[config.mk]
export PLATFORM = sky130hd
export DESIGN_NAME = drum_write_digit_word_counters
export DESIGN_NICKNAME = d
export VERILOG_FILES = /design/src/logic/drum_wc_pkg.sv /design/src/logic/two_flop_sync.sv /design/src/logic/drum_write_digit_word_counters.sv
export SDC_FILE = /design/constraint.sdc
export NUM_CORES = 1
export LEC_CHECK = 0
export BUFFER_PORTS_ARGS = -buffer_cell sky130_fd_sc_hd__buf_2
export CAP_MARGIN = 20
export CORE_MARGIN = 3
export CORE_UTILIZATION = 50
export CTS_CLUSTER_SIZE = 16
export DETAILED_ROUTE_END_ITERATION = 8
export PLACE_DENSITY = 0.87
export SLEW_MARGIN = 0
export SYNTH_ARGS = -nofsm -noshare
export SYNTH_HDL_FRONTEND = slang
export SYNTH_HIERARCHICAL = 1
export SYNTH_SLANG_ARGS = --single-unit
[constraint.sdc]
create_clock -name mclk -period 3 [get_ports mclk]
set_input_delay 0.15 -clock mclk [delete_from_list [all_inputs] [get_ports mclk]]
set_output_delay 0.15 -clock mclk [all_outputs]
set_load 0.005 [all_outputs]
[src/logic/drum_wc_pkg.sv]
// constants, carrier types and behaviour notes for the digit and word counters
// Notes on behaviour
// - digit counter: four flip-flops, twelve states
// - digit codes follow the fixed twelve-step table
// - normal digit step at t15 while control set
// - step control set by sentinel, cleared by write complete or error hold
// - first synchronizer: address-full clears, step-set sets
// - buffer-clear digit step from gated address full
// - one-hot decode line per digit state
// - decoded state n drives read line n+1
// - connection complete clears digit counter to zero
// - buffer clear cycles digits, flushing both buffers
// - address-register-full forces digit counter to zero
// - wrap from eleven to zero issues word step
// - seven word stages plus odd-parity check bit
// - word counter advances once per completed word
// - primary step drives lowest pair, carries at 10
// - third-level step drives stages five, six, seven
// - check bit updated on every primary step
// - buffer-clear word step at digit eleven, t1357
// - normal word step at t26 after digit wrap
// - address full clears word; timer forces one
// - delayed write start steps; write control blocks force
// - decodes for word counts 98 to 101
// - equal low stages give even, unequal odd
// - even/odd indications go out to dispatcher
// - digit step every t15 while control set
// - count 101: sentinel at state 3, done at 4
package drum_wc_pkg;

  // register byte offsets on the avalon slave
  localparam logic [3:0] CTRL_OFS = 4'h0;
  localparam logic [3:0] STATUS_OFS = 4'h4;
  localparam logic [3:0] DECODE_OFS = 4'h8;
  localparam int CTRL_GATE_BIT = 0;

  // digit codes, index is the decimal count
  localparam logic [11:0][3:0] DIGIT_CODE = {
    4'h8, 4'h9, 4'hb, 4'hf, 4'he, 4'hc,
    4'h4, 4'h6, 4'h7, 4'h3, 4'h1, 4'h0};
  localparam int DIGIT_LAST = 11;
  localparam logic [3:0] DIGIT_RESET = 4'h0;
  localparam logic [3:0] DIGIT_SENT = 4'h7;
  localparam logic [3:0] DIGIT_DONE = 4'h6;

  // word counter codes, without check bit
  localparam logic [6:0] WORD_RESET = 7'h00;
  localparam logic WORD_CHK_RESET = 1'b1;
  localparam logic [6:0] WORD_ONE = 7'h01;
  localparam logic [6:0] WORD_98 = 7'h73;
  localparam logic [6:0] WORD_99 = 7'h72;
  localparam logic [6:0] WORD_100 = 7'h74;
  localparam logic [6:0] WORD_101 = 7'h75;
  localparam logic [1:0] PAIR_CARRY = 2'b10;
  localparam int SYNC_STAGES = 2;

  // pulse inputs, all edge detected after synchronising
  typedef struct packed {
    logic t15;
    logic t26;
    logic t1357;
    logic connect_complete;
    logic addr_reg_full;
    logic sentinel_done_pulse;
    logic addr_write_step_set;
    logic start_seq_timer_out;
    logic delayed_write_start;
    logic addr_write_word_step;
  } pulse_in_t;

  // level inputs
  typedef struct packed {
    logic gated_addr_full;
    logic write_control_q;
    logic sync_error_hold;
  } level_in_t;

  typedef struct packed {
    logic [3:0] digit;
    logic [6:0] word;
    logic chk;
    logic ctl;
    logic wpend;
    logic dstep;
    logic wstep;
    logic sentinel;
    logic wdone;
    logic [11:0] dec;
    logic [11:0] even_rd;
    logic [11:0] odd_rd;
    logic even_ind;
    logic odd_ind;
    logic [3:0] wdec;
    logic gate_sw;
    pulse_in_t prev;
    logic wait_q;
    logic [31:0] rdata;
  } state_t;

endpackage

[src/logic/two_flop_sync.sv]
// two flip-flop synchroniser for a bundle of pin inputs
`timescale 1ns/1ps
module two_flop_sync #(
  parameter int WIDTH = 1
) (
  input wire logic mclk,
  input wire logic rst,
  input wire logic [WIDTH-1:0] din,
  output logic [WIDTH-1:0] dout
);

  typedef struct packed {
    logic [WIDTH-1:0] meta;
    logic [WIDTH-1:0] stable;
  } sync_state_t;

  sync_state_t s;
  sync_state_t next_s;

  // first stage feeds only the second stage
  always_comb begin
    next_s.meta = din;
    next_s.stable = s.meta;
  end

  always_ff @(posedge mclk or posedge rst) begin
    if (rst) begin
      s <= '0;
    end else begin
      s <= next_s;
    end
  end

  assign dout = s.stable;

endmodule

[src/logic/drum_write_digit_word_counters.sv]
// digit and word counters of the drum-write synchronizer
`timescale 1ns/1ps
module drum_write_digit_word_counters #(
  parameter bit FIRST_SYNC = 1'b1
) (
  input wire logic mclk,
  input wire logic rst,
  input wire logic t15,
  input wire logic t26,
  input wire logic t1357,
  input wire logic connect_complete,
  input wire logic addr_reg_full,
  input wire logic sentinel_done_pulse,
  input wire logic addr_write_step_set,
  input wire logic start_seq_timer_out,
  input wire logic delayed_write_start,
  input wire logic addr_write_word_step,
  input wire logic gated_addr_full,
  input wire logic write_control_q,
  input wire logic sync_error_hold,
  input wire logic [3:0] address,
  input wire logic read,
  input wire logic write,
  input wire logic [31:0] writedata,
  input wire logic [3:0] byteenable,
  output logic [31:0] readdata,
  output logic waitrequest,
  output logic [11:0] digit_state_decodes,
  output logic [11:0] even_buf_read_lines,
  output logic [11:0] odd_buf_read_lines,
  output logic digit_step_pulse,
  output logic word_step_primary,
  output logic counter_step_ctl_q,
  output logic even_count_ind,
  output logic odd_count_ind,
  output logic word_count_98_dec,
  output logic word_count_99_dec,
  output logic word_count_100_dec,
  output logic word_count_101_dec,
  output logic end_sector_sentinel_pulse,
  output logic write_complete_pulse
);

  drum_wc_pkg::pulse_in_t pin_raw;
  drum_wc_pkg::pulse_in_t pin_q;
  drum_wc_pkg::pulse_in_t ev;
  drum_wc_pkg::level_in_t lvl_raw;
  drum_wc_pkg::level_in_t lvl;
  drum_wc_pkg::state_t s;
  drum_wc_pkg::state_t next_s;

  assign pin_raw = '{t15: t15, t26: t26, t1357: t1357,
    connect_complete: connect_complete, addr_reg_full: addr_reg_full,
    sentinel_done_pulse: sentinel_done_pulse,
    addr_write_step_set: addr_write_step_set,
    start_seq_timer_out: start_seq_timer_out,
    delayed_write_start: delayed_write_start,
    addr_write_word_step: addr_write_word_step};
  assign lvl_raw = '{gated_addr_full: gated_addr_full,
    write_control_q: write_control_q, sync_error_hold: sync_error_hold};

  // pins come from other clock domains
  two_flop_sync #(.WIDTH($bits(drum_wc_pkg::pulse_in_t))) u_sync_pulse (
    .mclk(mclk),
    .rst(rst),
    .din(pin_raw),
    .dout(pin_q)
  );

  two_flop_sync #(.WIDTH($bits(drum_wc_pkg::level_in_t))) u_sync_level (
    .mclk(mclk),
    .rst(rst),
    .din(lvl_raw),
    .dout(lvl)
  );

  // a long pin pulse counts once: rising edge of the settled copy
  assign ev = pin_q & ~s.prev;

  function automatic logic [1:0] gray_next(input logic [1:0] p);
    unique case (p)
      2'b00: gray_next = 2'b01;
      2'b01: gray_next = 2'b11;
      2'b11: gray_next = 2'b10;
      2'b10: gray_next = 2'b00;
    endcase
  endfunction

  function automatic logic [3:0] digit_next(input logic [3:0] d);
    digit_next = drum_wc_pkg::DIGIT_RESET;
    for (int i = 0; i < drum_wc_pkg::DIGIT_LAST; i++) begin
      if (d == drum_wc_pkg::DIGIT_CODE[i]) begin
        digit_next = drum_wc_pkg::DIGIT_CODE[i+1];
      end
    end
  endfunction

  logic bclear;
  logic dstep;
  logic at_last;
  logic wrap;
  logic wstep;
  logic dclear;
  logic wclear;
  logic wforce;
  logic c2;
  logic c3;
  logic set7;
  logic w101;
  logic [6:0] wnext;
  logic [11:0] dec_n;
  logic acc;
  logic digit_ok;

  always_comb begin
    next_s = s;
    next_s.prev = pin_q;
    bclear = lvl.gated_addr_full;
    // digit step source depends on buffer-clear versus readout
    if (bclear) begin
      dstep = ev.t1357;
    end else begin
      dstep = s.ctl & ev.t15;
    end
    at_last = s.digit == drum_wc_pkg::DIGIT_CODE[drum_wc_pkg::DIGIT_LAST];
    digit_ok = 1'b0;
    for (int i = 0; i <= drum_wc_pkg::DIGIT_LAST; i++) begin
      digit_ok = digit_ok | (s.digit == drum_wc_pkg::DIGIT_CODE[i]);
    end
    wrap = dstep & at_last;
    dclear = ev.connect_complete | ev.addr_reg_full;

    // digit counter steps through the code table
    next_s.dstep = dstep;
    if (dclear) begin
      next_s.digit = drum_wc_pkg::DIGIT_RESET;
    end else if (dstep) begin
      next_s.digit = digit_next(s.digit);
    end

    // word step: immediate in buffer clear, at next t26 otherwise
    next_s.wpend = s.wpend;
    wstep = 1'b0;
    if (bclear) begin
      wstep = wrap;
      next_s.wpend = 1'b0;
    end else begin
      if (s.wpend && ev.t26) begin
        wstep = 1'b1;
        next_s.wpend = 1'b0;
      end
      if (wrap) begin
        next_s.wpend = 1'b1;
      end
    end
    wstep = wstep | ev.delayed_write_start | ev.addr_write_word_step;
    if (dclear) begin
      next_s.wpend = 1'b0;
    end
    next_s.wstep = wstep;

    // seven-stage counter built from three gray pairs and a top stage
    c2 = s.word[1:0] == drum_wc_pkg::PAIR_CARRY;
    c3 = c2 && s.word[3:2] == drum_wc_pkg::PAIR_CARRY;
    set7 = c3 && s.word[5:4] == drum_wc_pkg::PAIR_CARRY;
    wnext = s.word;
    wnext[1:0] = gray_next(s.word[1:0]);
    if (c2) begin
      wnext[3:2] = gray_next(s.word[3:2]);
    end
    if (c3) begin
      wnext[5:4] = gray_next(s.word[5:4]);
    end
    if (set7) begin
      wnext[6] = 1'b1;
    end
    wclear = ev.addr_reg_full;
    // write control blocks the forcing path after the first sector
    wforce = ev.start_seq_timer_out & ~lvl.write_control_q;
    if (wclear) begin
      next_s.word = drum_wc_pkg::WORD_RESET;
      next_s.chk = drum_wc_pkg::WORD_CHK_RESET;
    end else if (wforce) begin
      next_s.word = drum_wc_pkg::WORD_ONE;
      next_s.chk = 1'b0;
    end else if (wstep) begin
      next_s.word = wnext;
      // parity is recomputed, since a carry flips more than one stage
      next_s.chk = ~^wnext;
    end

    // step control flip-flop; error clear has the last word
    next_s.ctl = s.ctl;
    if (s.wdone || (FIRST_SYNC && ev.addr_reg_full)) begin
      next_s.ctl = 1'b0;
    end
    if (ev.sentinel_done_pulse) begin
      next_s.ctl = 1'b1;
    end
    if (FIRST_SYNC && ev.addr_write_step_set) begin
      next_s.ctl = 1'b1;
    end
    if (lvl.sync_error_hold) begin
      next_s.ctl = 1'b0;
    end

    // end of sector sequencing at count 101
    w101 = s.word == drum_wc_pkg::WORD_101 && !s.chk;
    next_s.sentinel = ev.t26 && w101 &&
      s.digit == drum_wc_pkg::DIGIT_SENT;
    next_s.wdone = ev.t26 && w101 &&
      s.digit == drum_wc_pkg::DIGIT_DONE;

    // registered decodes track the next state so outputs stay in step
    for (int i = 0; i <= drum_wc_pkg::DIGIT_LAST; i++) begin
      dec_n[i] = next_s.digit == drum_wc_pkg::DIGIT_CODE[i];
    end
    next_s.dec = dec_n;
    next_s.even_ind = next_s.word[1] == next_s.word[0];
    next_s.odd_ind = next_s.word[1] != next_s.word[0];
    // bit n of each bus is read line n+1
    if (bclear || s.gate_sw) begin
      next_s.even_rd = next_s.odd_ind ? dec_n : '0;
      next_s.odd_rd = next_s.even_ind ? dec_n : '0;
    end else begin
      next_s.even_rd = '0;
      next_s.odd_rd = '0;
    end
    next_s.wdec = {
      next_s.word == drum_wc_pkg::WORD_101 && !next_s.chk,
      next_s.word == drum_wc_pkg::WORD_100 && next_s.chk,
      next_s.word == drum_wc_pkg::WORD_99 && next_s.chk,
      next_s.word == drum_wc_pkg::WORD_98 && !next_s.chk};

    // avalon slave: one wait state, then the answer
    acc = (read | write) & ~s.wait_q;
    next_s.wait_q = 1'b1;
    if ((read || write) && s.wait_q) begin
      next_s.wait_q = 1'b0;
      unique case (address)
        drum_wc_pkg::CTRL_OFS: next_s.rdata = {31'h0, s.gate_sw};
        drum_wc_pkg::STATUS_OFS: next_s.rdata = {13'h0, s.wpend,
          s.dec[drum_wc_pkg::DIGIT_LAST], s.ctl, s.chk, s.word, 4'h0,
          s.digit};
        drum_wc_pkg::DECODE_OFS: next_s.rdata = {26'h0, s.odd_ind,
          s.even_ind, s.wdec};
        default: next_s.rdata = 32'h0;
      endcase
    end
    if (acc && write && address == drum_wc_pkg::CTRL_OFS &&
        byteenable[0]) begin
      next_s.gate_sw = writedata[drum_wc_pkg::CTRL_GATE_BIT];
    end
  end

  always_ff @(posedge mclk or posedge rst) begin
    if (rst) begin
      s <= '0;
      s.chk <= drum_wc_pkg::WORD_CHK_RESET;
      s.dec <= 12'h001;
      s.even_ind <= 1'b1;
      s.wait_q <= 1'b1;
    end else begin
      s <= next_s;
    end
  end

  assign readdata = s.rdata;
  assign waitrequest = s.wait_q;
  assign digit_state_decodes = s.dec;
  assign even_buf_read_lines = s.even_rd;
  assign odd_buf_read_lines = s.odd_rd;
  assign digit_step_pulse = s.dstep;
  assign word_step_primary = s.wstep;
  assign counter_step_ctl_q = s.ctl;
  assign even_count_ind = s.even_ind;
  assign odd_count_ind = s.odd_ind;
  assign word_count_98_dec = s.wdec[0];
  assign word_count_99_dec = s.wdec[1];
  assign word_count_100_dec = s.wdec[2];
  assign word_count_101_dec = s.wdec[3];
  assign end_sector_sentinel_pulse = s.sentinel;
  assign write_complete_pulse = s.wdone;
endmodule

Word-level counts from Yosys, hierarchy flattened
Cells that the tools add are included.

Register bits: 130. Input port bits: 57. Output and inout bits: 80. Word-level logic and storage cells: 151.

Equal/unequal tests: 40. Multiplexer cells: 38. Bitwise gates (word level): 12. Reductions and logical operators: 29.

Operators by type and width (count): case mux 19 bit (3 select lines) (1); equality test 4 bit, second input constant (13); 2-to-1 mux 4 bit (12); equality test 7 bit, second input constant (5); 2-to-1 mux 33 bit (1); equality test 4 x 3 -> 1 bit, second input constant (7); 2-to-1 mux 12 bit (2); 2-to-1 mux 24 bit (1); 2-to-1 mux 8 bit (3); case mux 2 bit (4 select lines) (3); logical AND 1 bit (15); 2-to-1 mux 1 bit (13); equality test 2 bit, second input constant (6); zero test 4 bit (3); AND 10 bit (1); inverter 10 bit (1); equality test 4 x 1 -> 1 bit, second input constant (2); equality test 4 x 2 -> 1 bit, second input constant (2); nonzero test 4 bit (2); XNOR reduction 7 bit (1); equality test 2 x 1 -> 1 bit, second input constant (3); zero test 2 bit (3); AND 1 bit (4); 2-to-1 mux 2 bit (2); other kinds (6) (13).

Longest topological paths before layout
Gate-level depths: netlist of run 1.

Depth in word-level cells: 17. Mapped depth: 12. Mapped depth without buffers: 11.

Cells and area by module
Netlist of run 1, hierarchy kept.

Modules (own cells, without submodules): drum_write_digit_word_counters (times used 1, cells an instance 387, area an instance 4141.5 µm², sequential area each 2232.1 µm²); two_flop_sync at u_sync_pulse (times used 1, cells an instance 21, area an instance 504.2 µm², sequential area each 500.5 µm²); two_flop_sync at u_sync_level (times used 1, cells an instance 7, area an instance 153.9 µm², sequential area each 150.1 µm²).

Worst setup path before layout of run 1
Ideal clock, no wire load.

Path type: register to register. Start point: register s[100] (netlist bit). End point: register s, in the netlist odd_buf_read_lines[10]. Library setup time: 0.131 ns. Arrival time: 2.100 ns. Data required time: 2.869 ns. Setup slack: 0.769 ns. Stages on the path, launching flop included: 13. Buffers on the path: 2. Period minus slack after synthesis: 2.231 ns. Path through: dfrtp_1 clkbuf_1 inv_1 nand4_1 o311ai_4 nor2_1 a21oi_1 or2_1 ha_1 inv_1 o21ai_0 clkbuf_1 nor2_1.

RTL lines: from (decl) (RTL line drum_write_digit_word_counters.sv:49) `drum_wc_pkg::state_t s;`; from (signal assigned) (RTL line drum_write_digit_word_counters.sv:264) `s <= next_s;`.

==> results.md, run 1 <==
- Critical Path Fanout Max: 13
- Relative slew margins: 26.5%
- Final ANT Viol Nets: 0
- Detailed-route wire length: 9030 um
- Routability congestion estimate: 0.897
- F_max: 375 MHz
- Power Total: 3.97 mW
- Initial drt markers: 222
- Antenna cells: 0
- CTS max path bufs: 2
- Global-route wire length before repair: 15300 um
- DRC: 0
- Max Cap Viol: 0
- Setup crit end: odd_buf_read_lines[7]$_DFF_PP0_
- Reg2reg end: odd_buf_read_lines[7]$_DFF_PP0_
- Rows: 35
- Hold depth: 3
- WP data required: 3.38 ns
- Area delta synth->final: 18.8%
- Leading cell type in the layout, fill and taps excluded: dfrtp_1
- Tmin final: 2.67 ns
- Sequential share of the synthesized area: 60.1%
- Largest family of logic cells by synthesized area: buffers and inverters
- Vias in the first global route: 3198
- Clock Skew: 0.00945 ns
- Commonest cells after routing, fill and taps aside: 111 x dfrtp_1, 87 x buf_2, 37 x nor2_1
- Clock Latency Late Sink: 0.50 ns
- WS Path Type: flip-flop to flip-flop
- Crit path from: s[102]$_DFF_PP0_
- Share of layout cells above drive strength 1: 29.3%
- PnR worst setup slack: 0.332 ns
- HP Class: input pin to flip-flop
- Top-area cell type share of the netlist area: 57.9%
- Post-synthesis compound-gate area fraction: 8.89%
- CTS HTree Levels: 4
- Nets: 542
- Gr usage total: 17.5%
- Reg2Reg Setup Slack: 0.33 ns
- RSZ-0062 raised after global routing: false
- Grt total ovfl: 0
- Final setup TNS: 0 ns
- Die Wd: 104 um
- Max IR drop VDD: 429 uV
- Simple-Gate Fraction of Synth Area: 11.8%
- Largest net degree at the start of global routing: 50
- Final period util: 88.9%
- Final Hold Viols: 0
- Xor/xnor share of the synthesized area: 1.64%
- Crit start category: flip-flop
- Synthesized area per cell: 11.6 um^2
- #FFs+latches synth: 115
- CP cell instances: nor3b_2 -> nand4_1 -> o311ai_4 -> nor2_1 -> a21oi_1 -> o21ai_0 -> ha_1 -> inv_1 -> o21ai_0 -> buf_4 -> nor2_1
- Post_cts resized: 0
- Dominant cell type by area after synthesis: dfrtp_1
- FF-to-FF Start: s[102]$_DFF_PP0_
- Initial Util: 51.7%
- Yosys warning count: 6
- DP Worst Slack: 0.390 ns
- Core area: 0.00928 mm^2
- WL per Instance: 14.5 um
- Cell Area, Synth: 0.00480 mm^2
- Worst-path clk slew: 0.06 ns
- Ports: 137
- DR vias/cell: 4.94
- Worst EP arrival: 3.05 ns
- CTS buffer count: 17
- Peak per-stage delay on the critical path: 0.56 ns
- Actual slew at the worst max-slew pin: 1.08 ns
- Clock root buffer master: clkbuf_8
- Antenna violations before repair: 0
- Post-Synth Adder-Cell Area: 1.56%
- Unique masters post-synth: 54
- Slowest-stage cell, CP: dfrtp_1
- CTS tree: built
- Number of fill cells: 719
- Worst r2r path cells: 11
- Critical Path End Type: flip-flop
- Via Count: 3066
- Outcome: finished, final reports clean
- Die ar.: 0.0108 mm^2
- IO Port Bufs: 87
- Fin. max-slew vios: 0
- Cells after Synth: 415
- Leakage: 2.95 nW
- Synth area leaders: dfrtp_1 58%, buf_4 11%, a22o_1 3.6%
- Setup-failing EPs final: 0
- P per Cell Area: 696 mW/mm^2
- Die Y: 104 um
- Pre-Repair DR Iteration Count: 4
- Post-synthesis mux area share: 1.69%
- HPWL after detailed placement: 6140 um
- Clk sink count: 115
-- logic make-up after synthesis --
group	after synthesis
flip-flops	115
AND/OR/NAND/NOR	110
buffers and inverters	110
AO/OA/AOI/OAI	56
XOR/XNOR	9
multiplexers	8
adder cells (fa/ha/maj)	6
other	1
-- routing by layer --
layer	track usage (%)	vias to the layer above	share of wire, %
met5	0	-	0
met2	29.2	146	50
met3	4.84	18	7.0
li1	-	1424	-
met1	21.1	1478	41
met4	8.26	0	2.2
-- registers in the layout, summed over array words and instances (netlist names), 3 cells and up --
name and count:
even_buf_read_lines 12, u_sync_pulse/dout 10, s 24, u_sync_pulse/next_s 10
u_sync_level/dout 3, readdata 17, digit_state_decodes 12, u_sync_level/next_s 3
odd_buf_read_lines 12
-- worst max-delay path, delay by kind of cell, from the launching register on --
kind / cells / cell delay (ns)
AOI/OAI and AO/OA: 4 / 0.61
adders and majority gates: 1 / 0.41
buffers and inverters: 2 / 0.30
DFF: 1 / 0.56
and+or+nand+nor: 4 / 0.67
-- power breakdown --
group / leakage, nW / switching (mW) / internal, mW
Sequential: 1.49 / 0.0466 / 1.63
Combinational: 1.18 / 0.227 / 0.156
Clock: 0.278 / 0.699 / 1.21
Total: 2.95 / 0.973 / 3.00
-- worst min path at each step --
stage                     start                               end  slack [ns]
after floorplan             rst    u_sync_level/dout[0]$_DFF_PP0_       -0.06
after global placement      rst    u_sync_level/dout[1]$_DFF_PP0_         0.1
after detailed placement    rst  u_sync_level/next_s[1]$_DFF_PP0_         0.1
after CTS                 write             waitrequest$_DFF_PP1_        0.02
after global routing      write             waitrequest$_DFF_PP1_        0.04
final                     write             waitrequest$_DFF_PP1_        0.04
-- Yosys cell counts, drive strengths merged --
master	instances
nor3	7
o32ai	1
dfstp	4
a32oi	1
nand3	6
o21a	4
nor2	37
o311a	1
nor2b	6
o22ai	1
mux2i	7
a21oi	6
nand2	21
xnor2	7
and2	2
a21bo	1
conb	1
inv	27
nand3b	4
o311ai	1
o211ai	1
nor4	3
mux2	1
a31oi	4
or4	2
a22oi	1
ha	6
or2	3
nand4	1
or3	5
a22o	20
clkinv	1
a2111oi	1
and2b	1
nor3b	3
nand2b	6
nor4b	2
nand4b	1
xor2	2
dfrtp	111
clkbuf	12
a211oi	2
buf	70
o21ai	10
a21o	1
-- cell type report --
type                    count  area, um^2  area share (%)
flip-flops and latches    115        2880            50.5
multi-input cells         204        1290            22.7
repair buffers            113         673            11.8
clock buffers              18         428            7.50
well taps                 129         161            2.83
clock inverters            14         154            2.70
inverters                  28         111            1.95
-- through the flow --
stage | utilization [%] | instances | instance area [um^2] | hold slack [ns]
after global routing | 61.4 | 621 | 5700 | 0.0399
after floorplan | - | 429 | 4850 | -0.0590
after global placement | 53.3 | 572 | 4950 | 0.0961
after CTS | 61.4 | 621 | 5700 | 0.0199
after detailed placement | 53.3 | 572 | 4950 | 0.0970
final | 61.4 | 621 | 5700 | 0.0414
-- what timing repair did --
action / 4_1_cts / 5_1_grt
endpoints found under the setup margin: 0 / 0
hold buffers: 17 / 0
buffers inserted: 0 / 0
hold endpoints to repair: 85 / 0
Power figures use the tool's default switching activity.
==> run 2, diff against run 1 <==
--- a/config.mk
+++ b/config.mk
@@ -8,10 +8,10 @@
 export BUFFER_PORTS_ARGS = -buffer_cell sky130_fd_sc_hd__buf_2
 export CAP_MARGIN = 20
 export CORE_MARGIN = 3
-export CORE_UTILIZATION = 50
+export CORE_UTILIZATION = 47
 export CTS_CLUSTER_SIZE = 16
 export DETAILED_ROUTE_END_ITERATION = 8
-export PLACE_DENSITY = 0.87
+export PLACE_DENSITY = 0.86
 export SLEW_MARGIN = 0
 export SYNTH_ARGS = -nofsm -noshare
 export SYNTH_HDL_FRONTEND = slang
==> constraint.sdc (replaced) <==
create_clock -name mclk -period 2.2 [get_ports mclk]
set_input_delay 0.11 -clock mclk [delete_from_list [all_inputs] [get_ports mclk]]
set_output_delay 0.11 -clock mclk [all_outputs]
set_load 0.005 [all_outputs]
==> run 2 against run 1 <==
Compared with the run above:
- via count increased by 5.8%
- register-to-register slack lost 0.32 ns
- first-iteration DRC count grew 14%
- cell count rose by 3.4%
- clock power rose by 40%
- largest cell class unchanged
- sequential share of layout area is 2.5 points lower
- sequential power increased by 37%
- core utilization shrank 0.58 points
- clock skew barely moved
- total power rose by 42%
- design area grew 5.2%
==> results.md, run 2 (synthesis results as in run 1) <==
- DR vias/cell: 5.05 (was 4.94)
- Clk sink count: 115 (unchanged)
- DP Worst Slack: -0.0913 ns (was 0.390 ns)
- Max reg flops: 24 (unchanged)
- Critical Path Fanout Max: 6 (was 13)
- Vias in the first global route: 3092 (was 3198)
- Nets: 559 (was 542)
- Detailed-route wire length: 10100 um (was 9030 um)
- IO Port Bufs: 87 (unchanged)
- Rows: 36 (was 35)
- WP data required: 2.64 ns (was 3.38 ns)
- Max Cap Viol: 0 (unchanged)
- Clock Latency Late Sink: 0.51 ns (was 0.50 ns)
- HP Class: input pin to flip-flop (unchanged)
- Sw Pwr: 1.44 mW (was 973 uW)
- Area of the multi-input gates: 0.00141 mm^2 (was 0.00129 mm^2)
- Area delta synth->final: 25.1% (was 18.8%)
- Worst r2r path cells: 11 (unchanged)
- Max IR drop VDD: 459 uV (was 429 uV)
- Commonest cells after routing, fill and taps aside: 111 x dfrtp_1, 87 x buf_2, 32 x nor2_1 (was 111 x dfrtp_1, 87 x buf_2, 37 x nor2_1)
- Die Y: 107 um (was 104 um)
- Design area: 0.00600 mm^2 (was 0.00570 mm^2)
- Final non-filler cell total: 642 (was 621)
- Clock root buffer master: clkbuf_8 (unchanged)
- Share of layout cells above drive strength 1: 35.6% (was 29.3%)
- Final period util: 99.4% (was 88.9%)
- Die ar.: 0.0115 mm^2 (was 0.0108 mm^2)
- Outcome: finished, final reports clean (unchanged)
- Peak per-stage delay on the critical path: 0.40 ns (was 0.56 ns)
- CP cell instances: nor3b_2 -> nand4_1 -> o311ai_4 -> buf_4 -> a21oi_4 -> o21ai_2 -> ha_4 -> inv_4 -> o21ai_4 -> buf_6 -> nor2_1 (was nor3b_2 -> nand4_1 -> o311ai_4 -> nor2_1 -> a21oi_1 -> o21ai_0 -> ha_1 -> inv_1 -> o21ai_0 -> buf_4 -> nor2_1)
- Dpl cell area: 0.00503 mm^2 (was 0.00495 mm^2)
- Actual slew at the worst max-slew pin: 0.852 ns (was 1.08 ns)
- Slowest-stage cell, CP: dfrtp_1 (unchanged)
- CTS buffer count: 17 (unchanged)
- Internal power: 4.21 mW (was 3.00 mW)
- Fin. max-slew vios: 0 (unchanged)
- Clk network pwr share: 47.3% (was 48.0%)
- Worst EP arrival: 2.62 ns (was 3.05 ns)
- Grt total ovfl: 0 (unchanged)
- Routability congestion estimate: 0.879 (was 0.897)
- Pre-Repair DR Iteration Count: 5 (was 4)
- CTS tree: built (unchanged)
- HPWL after detailed placement: 6250 um (was 6140 um)
- Worst-path clk slew: 0.06 ns (about the same)
- Core Util, Final: 60.8% (was 61.4%)
- WL per Instance: 15.7 um (was 14.5 um)
- WS Path Type: flip-flop to flip-flop (unchanged)
- Die Wd: 107 um (was 104 um)
- Number of cells after detailed placement: 584 (was 572)
- Seq. cell area: 0.00288 mm^2 (unchanged)
- Via Count: 3245 (was 3066)
- Crit start category: flip-flop (unchanged)
- Final setup TNS: 0 ns (unchanged)
- Initial Util: 48.7% (was 51.7%)
- Largest Register: s (unchanged)
- Leading cell type in the layout, fill and taps excluded: dfrtp_1 (unchanged)
- Logic pwr share: 12.0% (was 9.6%)
- Core area: 0.00986 mm^2 (was 0.00928 mm^2)
- CTS max path bufs: 2 (unchanged)
- Clock Skew: 0.00905 ns (was 0.00945 ns)
- Relative slew margins: 42.8% (was 26.5%)
- Ports: 137 (unchanged)
- Gr usage total: 17.1% (was 17.5%)
- Critical Path End Type: flip-flop (unchanged)
- PnR worst setup slack: 0.0126 ns (was 0.332 ns)
- Initial drt markers: 253 (was 222)
- Register share of total power: 40.7% (was 42.3%)
- Leakage: 3.06 nW (was 2.95 nW)
- Largest net degree at the start of global routing: 90 (was 50)
- CTS HTree Levels: 4 (unchanged)
- Antenna cells: 0 (unchanged)
- F_max: 457 MHz (was 375 MHz)
- Final Hold Viols: 0 (unchanged)
- Switching Share: 25.4% (was 24.5%)
- Global-route wire length before repair: 15100 um (was 15300 um)
- Final ANT Viol Nets: 0 (unchanged)
- RSZ-0062 raised after global routing: true (was false)
- P per Cell Area: 941 mW/mm^2 (was 696 mW/mm^2)
- Tmin final: 2.19 ns (was 2.67 ns)
- DRC: 0 (unchanged)
- Hold depth: 3 (unchanged)
- Setup-failing EPs final: 0 (unchanged)
- Antenna violations before repair: 0 (unchanged)
- Number of fill cells: 710 (was 719)
[run 2: cell count changes in the layout (fill, tap and decap cells not counted), moves of 3 or more]
cell / delta
clkinv_2: -3
buf_6: +3
o21ai_0: -3
nor2_2: +5
ha_1: -3
buf_4: +11
nor2_1: -5
[run 2: layout make-up]
cell class              instances  share of cell area, %
clock buffers                  19                   7.36
clock inverters                13                   2.52
inverters                      28                   1.98
multi-input cells             204                   23.5
flip-flops and latches        115                   48.0
well taps                     133                   2.77
repair buffers                130                   13.8
[run 2: worst paths after layout]
path	startpoint	endpoint	slack, ns
max	s[101]$_DFF_PP0_	odd_buf_read_lines[3]$_DFF_PP0_	0.01
min	address[2]	readdata[0]$_DFFE_PP0P_	0.07
max reg2reg	s[101]$_DFF_PP0_	odd_buf_read_lines[3]$_DFF_PP0_	0.01
min reg2reg	u_sync_pulse/next_s[0]$_DFF_PP0_	u_sync_pulse/dout[0]$_DFF_PP0_	0.35
max in group asynchronous	rst	u_sync_pulse/dout[0]$_DFF_PP0_	1.47
min in group asynchronous	rst	u_sync_level/next_s[2]$_DFF_PP0_	0.09
[run 2: layer usage]
metal | share of wire, % | vias up | wire length [um] | track usage [%]
met5 | 0 | - | 0 | 0
met4 | 3.0 | 0 | 304 | 7.31
met3 | 6.7 | 28 | 669 | 4.88
met2 | 52 | 158 | 5210 | 28.7
met1 | 38 | 1596 | 3870 | 20.5
li1 | - | 1463 | - | -
[run 2: per-stage QoR]
| stage | power [mW] | hold WS [ns] |
|---|---|---|
| after floorplan | 2.69 | -0.0990 |
| after global placement | 2.82 | 0.0641 |
| after detailed placement | 2.85 | 0.0706 |
| after CTS | 5.59 | 0.0309 |
| after global routing | 5.88 | 0.0760 |
| final | 5.65 | 0.0651 |
[run 2: power groups by stage]
stage          Sequential, mW  Combinational (mW)  Clock (mW)
6_report                 2.30               0.681        2.67
5_1_grt                  2.31               0.738        2.83
4_1_cts                  2.29               0.580        2.72
3_5_place_dp             2.32               0.525           0
3_3_place_gp             2.32               0.500           0
2_1_floorplan            2.31               0.382           0
[run 2: critical path, delay by kind of cell, from the launching register on]
| kind | cells | cell delay, ns |
|---|---|---|
| AND/OR/NAND/NOR | 3 | 0.55 |
| AO/OA/AOI/OAI | 4 | 0.48 |
| buffers and inverters | 3 | 0.41 |
| flip-flops | 1 | 0.40 |
| adder cells (fa/ha/maj) | 1 | 0.26 |
[run 2: repair_timing]
| action | CTS | global route |
|---|---|---|
| gates resized for setup | 3 | 39 |
| hold buffers | 19 | 0 |
| setup endpoints to repair | 24 | 27 |
| hold endpoints to repair | 128 | 0 |
| buffers inserted | 2 | 3 |
| pin swaps | 3 | 8 |
| gates cloned | 0 | 2 |
==> run 3, diff against run 2 <==
==> constraint.sdc (replaced) <==
create_clock -name mclk -period 2.2 [get_ports mclk]
set_input_delay 0.33 -clock mclk [delete_from_list [all_inputs] [get_ports mclk]]
set_output_delay 0.33 -clock mclk [all_outputs]
set_load 0.005 [all_outputs]
==> run 3 against run 2 <==
Compared with the run above:
- routed wire length shrank 0.87%
- largest cell class unchanged
- first-iteration DRC count shrank 35%
- via count about the same
- critical path depth is 2 lower
- sequential share of layout area is 0.20 points higher
- flip-flop and latch count stayed put
- maximum frequency rose by 0.83%
==> results.md, run 3 (synthesis results as in run 1) <==
- Hold depth: 2 (was 3)
- Rows: 36 (unchanged)
- Crit start category: flip-flop (unchanged)
- CTS buffer count: 17 (unchanged)
- Gr usage total: 17.8% (was 17.1%)
- IO Port Bufs: 87 (unchanged)
- Antenna cells: 0 (unchanged)
- Critical Path End Type: flip-flop (unchanged)
- Largest net degree at the start of global routing: 48 (was 90)
- DP Worst Slack: -0.137 ns (was -0.0913 ns)
- Largest Register: s (unchanged)
- Leading cell type in the layout, fill and taps excluded: dfrtp_1 (unchanged)
- Final period util: 98.6% (was 99.4%)
- Clock Skew: 0.0102 ns (was 0.00905 ns)
- HPWL after detailed placement: 6430 um (was 6250 um)
- P per Cell Area: 965 mW/mm^2 (was 941 mW/mm^2)
- Ports: 137 (unchanged)
- PnR worst setup slack: 0.0305 ns (was 0.0126 ns)
- Clock root buffer master: clkbuf_8 (unchanged)
- Worst r2r path cells: 9 (was 11)
- Sw Pwr: 1.34 mW (was 1.44 mW)
- Area delta synth->final: 24.5% (was 25.1%)
- Detailed-route wire length: 9970 um (was 10100 um)
- CTS HTree Levels: 4 (unchanged)
- Via Count: 3242 (was 3245)
- Initial drt markers: 165 (was 253)
- Setup-failing EPs final: 0 (unchanged)
- Grt total ovfl: 0 (unchanged)
- Power Total: 5.77 mW (was 5.65 mW)
- Core Util, Final: 60.6% (was 60.8%)
- Clock Latency Late Sink: 0.51 ns (about the same)
- DRC: 0 (unchanged)
- Area of the multi-input gates: 0.00138 mm^2 (was 0.00141 mm^2)
- CTS max path bufs: 2 (unchanged)
- Clk sink count: 115 (unchanged)
- Logic pwr share: 11.8% (was 12.0%)
- Nets: 560 (was 559)
- Commonest cells after routing, fill and taps aside: 111 x dfrtp_1, 87 x buf_2, 35 x nor2_1 (was 111 x dfrtp_1, 87 x buf_2, 32 x nor2_1)
- Switching Share: 23.2% (was 25.4%)
- Worst EP arrival: 2.55 ns (was 2.62 ns)
- Global-route wire length before repair: 15500 um (was 15100 um)
- WP data required: 2.58 ns (was 2.64 ns)
- Leakage: 3.07 nW (was 3.06 nW)
- Routability congestion estimate: 0.883 (was 0.879)
- Vias in the first global route: 3235 (was 3092)
- Seq. cell area: 0.00288 mm^2 (unchanged)
- Die Y: 107 um (unchanged)
- RSZ-0062 raised after global routing: true (unchanged)
- Die ar.: 0.0115 mm^2 (unchanged)
- Share of layout cells above drive strength 1: 35.1% (was 35.6%)
- Clk network pwr share: 48.4% (was 47.3%)
- Max IR drop VDD: 647 uV (was 459 uV)
- Actual slew at the worst max-slew pin: 0.743 ns (was 0.852 ns)
- DR vias/cell: 5.04 (was 5.05)
- Core area: 0.00986 mm^2 (unchanged)
- Tmin final: 2.17 ns (was 2.19 ns)
- Outcome: finished, final reports clean (unchanged)
- Critical Path Fanout Max: 4 (was 6)
- CTS tree: built (unchanged)
- HP Class: input pin to flip-flop (unchanged)
- Die Wd: 107 um (unchanged)
- Antenna violations before repair: 0 (unchanged)
- Final Hold Viols: 0 (unchanged)
- Fin. max-slew vios: 0 (unchanged)
- Relative slew margins: 50.3% (was 42.8%)
- Register share of total power: 39.8% (was 40.7%)
- F_max: 461 MHz (was 457 MHz)
- Final ANT Viol Nets: 0 (unchanged)
- Internal power: 4.43 mW (was 4.21 mW)
- Initial Util: 48.7% (unchanged)
- WL per Instance: 15.5 um (was 15.7 um)
- Hold Slack: 0.0601 ns (was 0.0651 ns)
- WS Path Type: flip-flop to flip-flop (unchanged)
- Max Cap Viol: 0 (unchanged)
- Pre-Repair DR Iteration Count: 5 (unchanged)
- Final setup TNS: 0 ns (unchanged)
- Number of fill cells: 734 (was 710)
- Max reg flops: 24 (unchanged)
- Worst-path clk slew: 0.05 ns (was 0.06 ns)
run 3: cell count changes in the layout (fill, tap and decap cells not counted), sizes merged:
cell         before  now
clkbuf           19   23
clkinv            5    4
inv              29   26
bufinv            2    4
clkinvlp          5    3
dlygate4sd3      19   14
buf             111  117
run 3: worst paths after layout:
check / start / to / slack, ns
max in group asynchronous: rst / digit_state_decodes[0]$_DFF_PP1_ / 1.04
setup reg to reg: s[101]$_DFF_PP0_ / word_count_101_dec$_DFF_PP0_ / 0.03
hold / removal: writedata[0] / s[43]$_DFFE_PP0P_ / 0.06
min in group asynchronous: rst / u_sync_level/dout[0]$_DFF_PP0_ / 0.30
setup / recovery: s[101]$_DFF_PP0_ / word_count_101_dec$_DFF_PP0_ / 0.03
hold reg to reg: u_sync_pulse/next_s[8]$_DFF_PP0_ / u_sync_pulse/dout[8]$_DFF_PP0_ / 0.34
run 3: power by group through the flow:
stage | clock [mW] | sequential (mW) | combinational (mW)
after floorplan | 0 | 2.31 | 0.382
after global placement | 0 | 2.32 | 0.521
after detailed placement | 0 | 2.32 | 0.545
after CTS | 2.84 | 2.29 | 0.600
after global routing | 2.95 | 2.30 | 0.739
final | 2.79 | 2.29 | 0.683
run 3: layout make-up:
| cell class | count | share of cell area [%] |
|---|---|---|
| Clock buffer | 23 | 7.64 |
| Clock inverter | 9 | 2.57 |
| Multi-Input combinational cell | 204 | 23.1 |
| Timing Repair Buffer | 131 | 13.7 |
| Tap cell | 133 | 2.78 |
| Sequential cell | 115 | 48.2 |
| Inverter | 28 | 1.95 |
run 3: through the flow:
stage	std cells	cell area (um^2)
floorplan	429	4860
global placement	590	5080
detailed placement	590	5080
CTS	640	5880
global route	643	5980
finish	643	5980
run 3: metal layers:
layer / GRT usage, % / up-vias / wire length (um)
li1: - / 1459 / -
met1: 21.2 / 1587 / 4050
met2: 28.8 / 167 / 4920
met3: 5.48 / 29 / 696
met4: 9.41 / 0 / 309
met5: 0 / - / 0
run 3: repair_timing:
item | 4_1_cts | 5_1_grt
setup buffers | 3 | 2
resized for setup | 8 | 23
endpoints found under the hold margin | 62 | 0
endpoints found under the setup margin | 25 | 26
hold buffers | 14 | 0
pin swaps | 5 | 7
gates cloned | 1 | 1
run 3: worst max-delay path, stage by stage (launching register included):
cell      delay, ns
dfrtp_1        0.39
nor3b_2        0.24
nand4_1        0.18
o311ai_4       0.13
nor2_1         0.13
a21oi_4        0.18
o21a_2         0.19
ha_1           0.20
nand2_1        0.08
o32ai_1        0.32
